[config.mk]
export PLATFORM = sky130hd
export DESIGN_NAME = prbsc_lfsr
export DESIGN_NICKNAME = d
export VERILOG_FILES = /design/src/pkg/prbsc_pkg.sv /design/src/core/prbsc_lfsr.sv
export SDC_FILE = /design/constraint.sdc
export NUM_CORES = 1
export LEC_CHECK = 0
export CAP_MARGIN = 20
export CORE_ASPECT_RATIO = 0.7
export CORE_MARGIN = 2
export CORE_UTILIZATION = 63
export DETAILED_ROUTE_END_ITERATION = 10
export DONT_BUFFER_PORTS = 1
export GPL_TIMING_DRIVEN = 0
export MAX_ROUTING_LAYER = met4
export PLACE_DENSITY = 0.91
export SYNTH_ARGS = -nofsm -noshare
export SYNTH_HDL_FRONTEND = slang
export SYNTH_SLANG_ARGS = --single-unit
[constraint.sdc]
create_clock -name core_clk_in -period 3 [get_ports core_clk_in]
set_clock_uncertainty 0.1 [all_clocks]
set_input_delay 0.15 -clock core_clk_in [delete_from_list [all_inputs] [get_ports core_clk_in]]
set_output_delay 0.15 -clock core_clk_in [all_outputs]
set_load 0.02 [all_outputs]
[src/pkg/prbsc_pkg.sv]
// Types shared by the sequence checker modules
package prbsc_pkg;

  typedef enum logic [2:0] {
    PRBSC_PN9,
    PRBSC_PN11,
    PRBSC_PN15,
    PRBSC_PN16,
    PRBSC_PN20,
    PRBSC_PN21,
    PRBSC_DEGREE_TWENTYTHREE_POLYNOMIAL
  } prbsc_poly_t;

  typedef enum logic [1:0] {
    PRBSC_IDLE,
    PRBSC_FILL,
    PRBSC_CHECK,
    PRBSC_DONE
  } prbsc_state_t;

endpackage : prbsc_pkg

[src/core/prbsc_lfsr.sv]
// Feedback shift register: fills from received bits, then predicts the stream
`timescale 1ns/1ps

module prbsc_lfsr
  import prbsc_pkg::*;
(
  input  wire logic        core_clk_in,
  input  wire logic        rst_n_in,
  input  wire logic        clear_in,
  input  wire logic        shift_in,
  input  wire logic        fill_in,
  input  wire logic        bit_in,
  input  wire logic [2:0]  poly_sel_in,
  output logic             predict_out,
  output logic             invert_out,
  output logic [4:0]       degree_out
);

  logic [22:0] sr_q;
  logic [4:0]  t1;
  logic [4:0]  t2;
  logic [4:0]  t3;
  logic        fb;

  // ---------------------------------------------------------------
  // Polynomial table
  // ---------------------------------------------------------------
  always_comb begin
    t2         = 5'h00;
    t3         = 5'h00;
    invert_out = 1'b0;
    unique case (prbsc_poly_t'(poly_sel_in))
      PRBSC_PN9:  begin degree_out = 5'h09; t1 = 5'h04; end
      PRBSC_PN11: begin degree_out = 5'h0b; t1 = 5'h02; end
      PRBSC_PN15: begin degree_out = 5'h0f; t1 = 5'h01; invert_out = 1'b1; end
      PRBSC_PN16: begin degree_out = 5'h10; t1 = 5'h05; t2 = 5'h03; t3 = 5'h02; end
      PRBSC_PN20: begin degree_out = 5'h14; t1 = 5'h03; end
      PRBSC_PN21: begin degree_out = 5'h15; t1 = 5'h02; end
      PRBSC_DEGREE_TWENTYTHREE_POLYNOMIAL: begin degree_out = 5'h17; t1 = 5'h05; invert_out = 1'b1; end
      default:    begin degree_out = 5'h09; t1 = 5'h04; end
    endcase
  end

  // Bit k is the one received k+1 bits ago; period is 2^n - 1
  always_comb begin
    fb = sr_q[degree_out - 5'h01] ^ sr_q[t1 - 5'h01];
    if (t2 != 5'h00) begin
      fb = fb ^ sr_q[t2 - 5'h01];
    end
    if (t3 != 5'h00) begin
      fb = fb ^ sr_q[t3 - 5'h01];
    end
  end

  assign predict_out = fb;

  always_ff @(posedge core_clk_in or negedge rst_n_in) begin
    if (!rst_n_in) begin
      sr_q <= '0;
    end else if (clear_in) begin
      sr_q <= '0;
    end else if (shift_in) begin
      sr_q <= {sr_q[21:0], fill_in ? bit_in : fb};
    end
  end

endmodule : prbsc_lfsr

Yosys cells after proc, flatten, opt, wreduce, memory -nomap -nowiden
Index checks and enable logic that the tools add are counted.
Cells by class
  add/subtract/negate cells: 4
  $mul: 0
  div/mod/pow operators: 0
  magnitude comparators: 4
  equality and inequality tests: 6
  shift operators: 0
  multiplexer cells: 18
  bitwise logic cells: 3
  reduce and logical (&&, ||, !) cells: 6
Operators with widths (count)
  two-way mux 23 bit: 2
  one-hot mux 5 bit (6 select lines): 1
  < comparator 5 x 6 -> 1 bit (second input constant): 4
  binary-select mux 1 bit (select 5 bit): 4
  subtractor 5 x 1 -> 5 bit (second input constant): 4
  one-hot mux 3 bit (4 select lines): 1
  nonzero test 5 bit: 2
  == test 3 bit (second input constant): 3
  two-way mux 1 bit: 8
  == test 3 x 2 -> 1 bit (second input constant): 2
  OR reduction 2 bit: 3
  two-way mux 2 bit: 2
  == test 3 x 1 -> 1 bit (second input constant): 1
  XOR 1 bit: 3
  nonzero test 2 bit: 1
Storage, ports and cells
  register bits: 23
  bits in latches: 0
  bits in writable memories: 0
  bits in read-only memories: 0
  input port bits: 9
  output and inout bits: 7
  memories: 0

Depth between registers and ports, before layout
  word-level depth: 14
  mapped depth: 14
  depth with buffers taken out: 12

Worst setup path before layout
Ideal clock, no wire load.
  kind: input to register
  start point: input port poly_sel_in[0]
  end point: register sr_q[0]
  setup time: 0.067 ns
  arrival time: 2.915 ns
  required time: 2.833 ns
  setup slack: -0.082 ns
  stages on the path: 13
  buffers on the path: 4
  cells stage by stage: buf_2 -> buf_1 -> nor2_1 -> a21oi_1 -> inv_1 -> ha_1 -> clkbuf_1 -> clkbuf_1 -> a221oi_1 -> nand3_1 -> a32oi_1 -> xor2_1 -> o31a_1
Between the ends
  elaborated cells on any way between the ends: 34
  those cells by class: add/sub: 4; eq/ne: 6; mux: 17; bitwise: 3; reduce/logical: 4
RTL lines
  start, declared: line prbsc_lfsr.sv:13  | input wire logic [2:0] poly_sel_in,
  == test 3 bit, or another cell as far along: line prbsc_lfsr.sv:32  | unique case (prbsc_poly_t'(poly_sel_in))
  one-hot mux 5 bit (6 select lines) *: line prbsc_lfsr.sv:32
  net degree_out[0]: line prbsc_lfsr.sv:16  | output logic [4:0] degree_out
  subtractor 5 x 1 -> 5 bit *: line prbsc_lfsr.sv:46  | fb = sr_q[degree_out - 5'h01] ^ sr_q[t1 - 5'h01];
  binary-select mux 1 bit (select 5 bit) *: line prbsc_lfsr.sv:46
  two-way mux 1 bit (not written as such) *: line prbsc_lfsr.sv:46
  XOR 1 bit *: line prbsc_lfsr.sv:46
  XOR 1 bit: line prbsc_lfsr.sv:48  | fb = fb ^ sr_q[t2 - 5'h01];
  two-way mux 1 bit *: line prbsc_lfsr.sv:47  | if (t2 != 5'h00) begin
  XOR 1 bit: line prbsc_lfsr.sv:51  | fb = fb ^ sr_q[t3 - 5'h01];
  two-way mux 1 bit *: line prbsc_lfsr.sv:50  | if (t3 != 5'h00) begin
  net predict_out: line prbsc_lfsr.sv:14  | output logic predict_out,
  two-way mux 1 bit *: line prbsc_lfsr.sv:63  | sr_q <= {sr_q[21:0], fill_in ? bit_in : fb};
  two-way mux 23 bit *: line prbsc_lfsr.sv:62  | end else if (shift_in) begin
  two-way mux 23 bit *: line prbsc_lfsr.sv:60  | end else if (clear_in) begin
  end signal, assigned: line prbsc_lfsr.sv:63
  end, declared: line prbsc_lfsr.sv:19  | logic [22:0] sr_q;
The timed path passes the listed nets; every way through them passes the cells marked *. The select of a mux whose other input is x is not followed.
A chain may end at the register's enable or synchronous reset.

Worst setup path after layout
  start point: input port poly_sel_in[2]
  end point: output port predict_out
Between the ends
  cells in the longest elaborated chain, start to end: 11
  elaborated cells on any way between the ends: 31
  those cells by class: add/sub: 4; eq/ne: 6; mux: 14; bitwise: 3; reduce/logical: 4
Ends and longest elaborated chain (line)
  == test 3 bit, or another cell as far along: prbsc_lfsr.sv:32
  OR reduction 2 bit (no source line)
  one-hot mux 3 bit (4 select lines): prbsc_lfsr.sv:32
  subtractor 5 x 1 -> 5 bit: prbsc_lfsr.sv:46
  binary-select mux 1 bit (select 5 bit): prbsc_lfsr.sv:46
  two-way mux 1 bit (not written as such): prbsc_lfsr.sv:46
  XOR 1 bit: prbsc_lfsr.sv:46
  XOR 1 bit: prbsc_lfsr.sv:48
  two-way mux 1 bit: prbsc_lfsr.sv:47
  XOR 1 bit: prbsc_lfsr.sv:51
  two-way mux 1 bit *: prbsc_lfsr.sv:50
  end, declared: prbsc_lfsr.sv:14
Every way passes the cells marked *; elsewhere a longest branch is shown, timed or not. The select of a mux whose other input is x is not followed.

==> summary.md <==
| Metric | Value |
|---|---|
| Synth-to-layout area growth | `10.07%` |
| # rows | `15` |
| Switch share | `30.80%` |
| Synth Register Bits | `23` |
| GRT overflow | `0` |
| Max-slew violation count | `0` |
| Mapped Nets | `between 200 and 250` |
| Longest Clk Path Bufs | `2` |
| Clk pwr share | `26.7%` |
| # clock sinks | `23` |
| Post-route ant nets | `0` |
| Mapped Cells | `198` |
| Reg area | `575.6 um2` |
| Largest reg by FF count | `sr_q` |
| Crit. Startpoint | `poly_sel_in[2]` |
| Top-Level Pins | `16` |
| Fmax | `348.4 MHz` |
| CTS buffer count | `3` |
| Via Count | `1,600` |
| FFs w/ async S/R, synth | `100.0%` |
| WP data required | `2.75 ns` |
| Total global-route track usage | `30.04%` |
| Most common cell after layout, fill and taps aside | `nor2_1` |
| Largest cells by area after synthesis | `dfrtp_1 34%, mux2i_1 15%, nor2_1 6.7%` |
| Max Cap Violations | `0` |
| Syn Std Cell Area | `0.001677 mm2` |
| Starting DRC count in detailed routing | `228` |
| Most frequent cells in the layout | `29 x nor2_1, 25 x mux2i_1, 23 x dfrtp_1` |
| R2R setup slack | `about 0.8 ns` |
| Setup TNS | `0 ns` |
| VDD IR max | `0.3898 mV` |
| Share of the synthesized area in the top cell type | `34.33%` |
| Die Height | `47.16 um` |
| Non-Filler Instances | `238` |
| Slew HR | `32.96%` |
| Max reg flops | `23` |
| TritonCTS clock tree | `yes` |
| Reg-to-Reg End | `sr_q[0]` |
| Crit. End Element | `output pin` |
| Post-synthesis cell type count | `46` |
| Synth Flop Type | `dfrtp_1` |
| Final setup vio count | `0` |
| Sequential area share after synthesis | `between 30 and 40%` |
| Yosys warns | `0` |
| Die Span X | `~66 um` |
| Avg WL per Cell | `roughly 18 um` |
| Tmin final | `2.870 ns` |
| Final Net Count | `approximately 220` |
| Tot Pwr | `0.0006913 W` |
| Post-synth EDFFs | `0` |
| Clock latency on the worst-skew pair | `0.26 ns` |
| # fillers | `180` |
| Initial antenna violation count | `0` |
| Regs by FF count | `sr_q (23)` |
| First-pass GRT wire length | `6734 um` |
| Vias per std cell | `6.723` |
| Largest net degree at the start of global routing | `24` |
| WL final | `4260 um` |
| Sequential share of power | `45.8%` |
| CORE AREA | `between 0.002 and 0.0025 mm2` |
| Die outline area | `0.003097 mm2` |
| Drc violations | `0` |
| Post-CTS Setup Bufs | `0` |
| IO Port Bufs | `0` |
| Layout cell share with drive strength beyond 1 | `between 10% and 20%` |
| Crit path kind | `in -> out` |
| R2R depth | `5` |
| Internal Power | `0.0004784 W` |
| Net Switching | `0.0002130 W` |
| Worst slew pin tran | `1.002 ns` |
| Final worst-path cycle share | `a little over nine tenths` |
| Final hold slack | `~0.026 ns` |
| Synth area leader | `dfrtp_1` |
| H-tree depth | `1` |
| Gate power share | `27.5%` |
| Drt first pass iters | `4` |
| Cells after DPL | `232` |
| RR Startpoint | `sr_q[5]` |
| Worst EP arrival | `2.62 ns` |
| Leakage | `0.8415 nW` |
| Antenna diode count | `0` |
| Fin. Hold Viols | `0` |
| Root Driver | `clkbuf_8` |
| Status | `completed` |
| DPL Wire Length | `3045 um` |
| Min-delay worst type | `in -> reg` |
| Vias in the first global route | `1,426` |
| Critical Path End | `predict_out` |
| Crit Path Max Fanout | `10` |
| Syn avg cell area | `between 8 and 9 um2` |
| Crit path launch type | `input pin` |
| Cell Pwr Density | `374.6 mW/mm2` |
| GPL Wtd Cong | `0.9877` |
| Multi-input logic area | `0.001047 mm2` |
| Starting density of the core | `67.17%` |
| Worst-path clk slew | `0.07 ns` |
[stage by stage]
stage,cell area (um2),worst slack [ns],utilization [%]
final,1846,0.1299,73.93
after global routing,1846,-0.02372,73.93
after CTS,1807,0.02416,72.38
after detailed placement,1723,-0.5707,69.02
after global placement,1723,-0.4645,69.02
after floorplan,1680,0.06726,-
[routing by layer]
metal  track usage, %  wire length, um  vias up
li1                 -                -      721
met1            39.88             1811      749
met2            46.26             1854      111
met3            6.475              468       19
met4            10.42              126        0
met5                -                0        -
[kinds of logic after synthesis]
family / count (synthesis) / share of synthesized area, %
buf+inv: 26 / 6.119
flops: 23 / 34.33
fa+ha+maj: 2 / 1.492
mux: 27 / 16.94
compound gates: 47 / 19.85
simple gates: 70 / 19.70
xor+xnor: 3 / 1.567
[worst min-delay path by stage]
stage,startpoint,to,cells after the start
CTS,bit_in,sr_q[0],3
finish,bit_in,sr_q[0],3
detailed placement,rst_n_in,sr_q[1],0
global placement,rst_n_in,sr_q[1],0
global route,bit_in,sr_q[0],3
floorplan,rst_n_in,sr_q[0],0
[cell type report]
class | instances | area share, %
inverters | 12 | 2.441
multi-input cells | 149 | 56.75
flip-flops and latches | 23 | 31.19
clock buffers | 4 | 2.441
repair buffers | 3 | 1.627
well taps | 34 | 2.305
plain buffers | 13 | 3.254
[timing repair]
action	in CTS	in global routing
gates resized for setup	4	9
pin swaps	0	2
hold endpoints to repair	26	0
setup endpoints to repair	2	2
hold buffers	3	0
[power groups by stage]
stage	combinational, W	clock, W	sequential (W)
floorplan	0.000129	0	0.000321
global placement	0.000150	0	0.000322
detailed placement	0.000156	0	0.000323
CTS	0.000171	0.000187	0.000317
global route	0.000205	0.000198	0.000317
finish	0.000190	0.000184	0.000317
[synthesized netlist by cell type (all sizes together), types with 2 or more instances]
master	instances
clkbuf	6
a211oi	2
buf	8
a32oi	2
a31oi	3
dfrtp	23
nand3	5
a21oi	8
nor3	3
nor2	31
nand2b	11
nand2	12
ha	2
nor2b	3
xor2	2
a22oi	3
o22ai	3
mux2i	25
a31o	2
a221oi	4
o21ai	7
inv	12
o311ai	2
a21o	3
[worst max-delay path: stages]
cell      delay (ns)
buf_2           0.20
clkbuf_1        0.36
o21ai_0         0.21
ha_1            0.41
nand2b_1        0.13
a211oi_1        0.07
a211o_1         0.30
o21ai_2         0.07
mux2i_1         0.44
xor2_4          0.30
No activity file was read; power rests on OpenSTA's default activity.
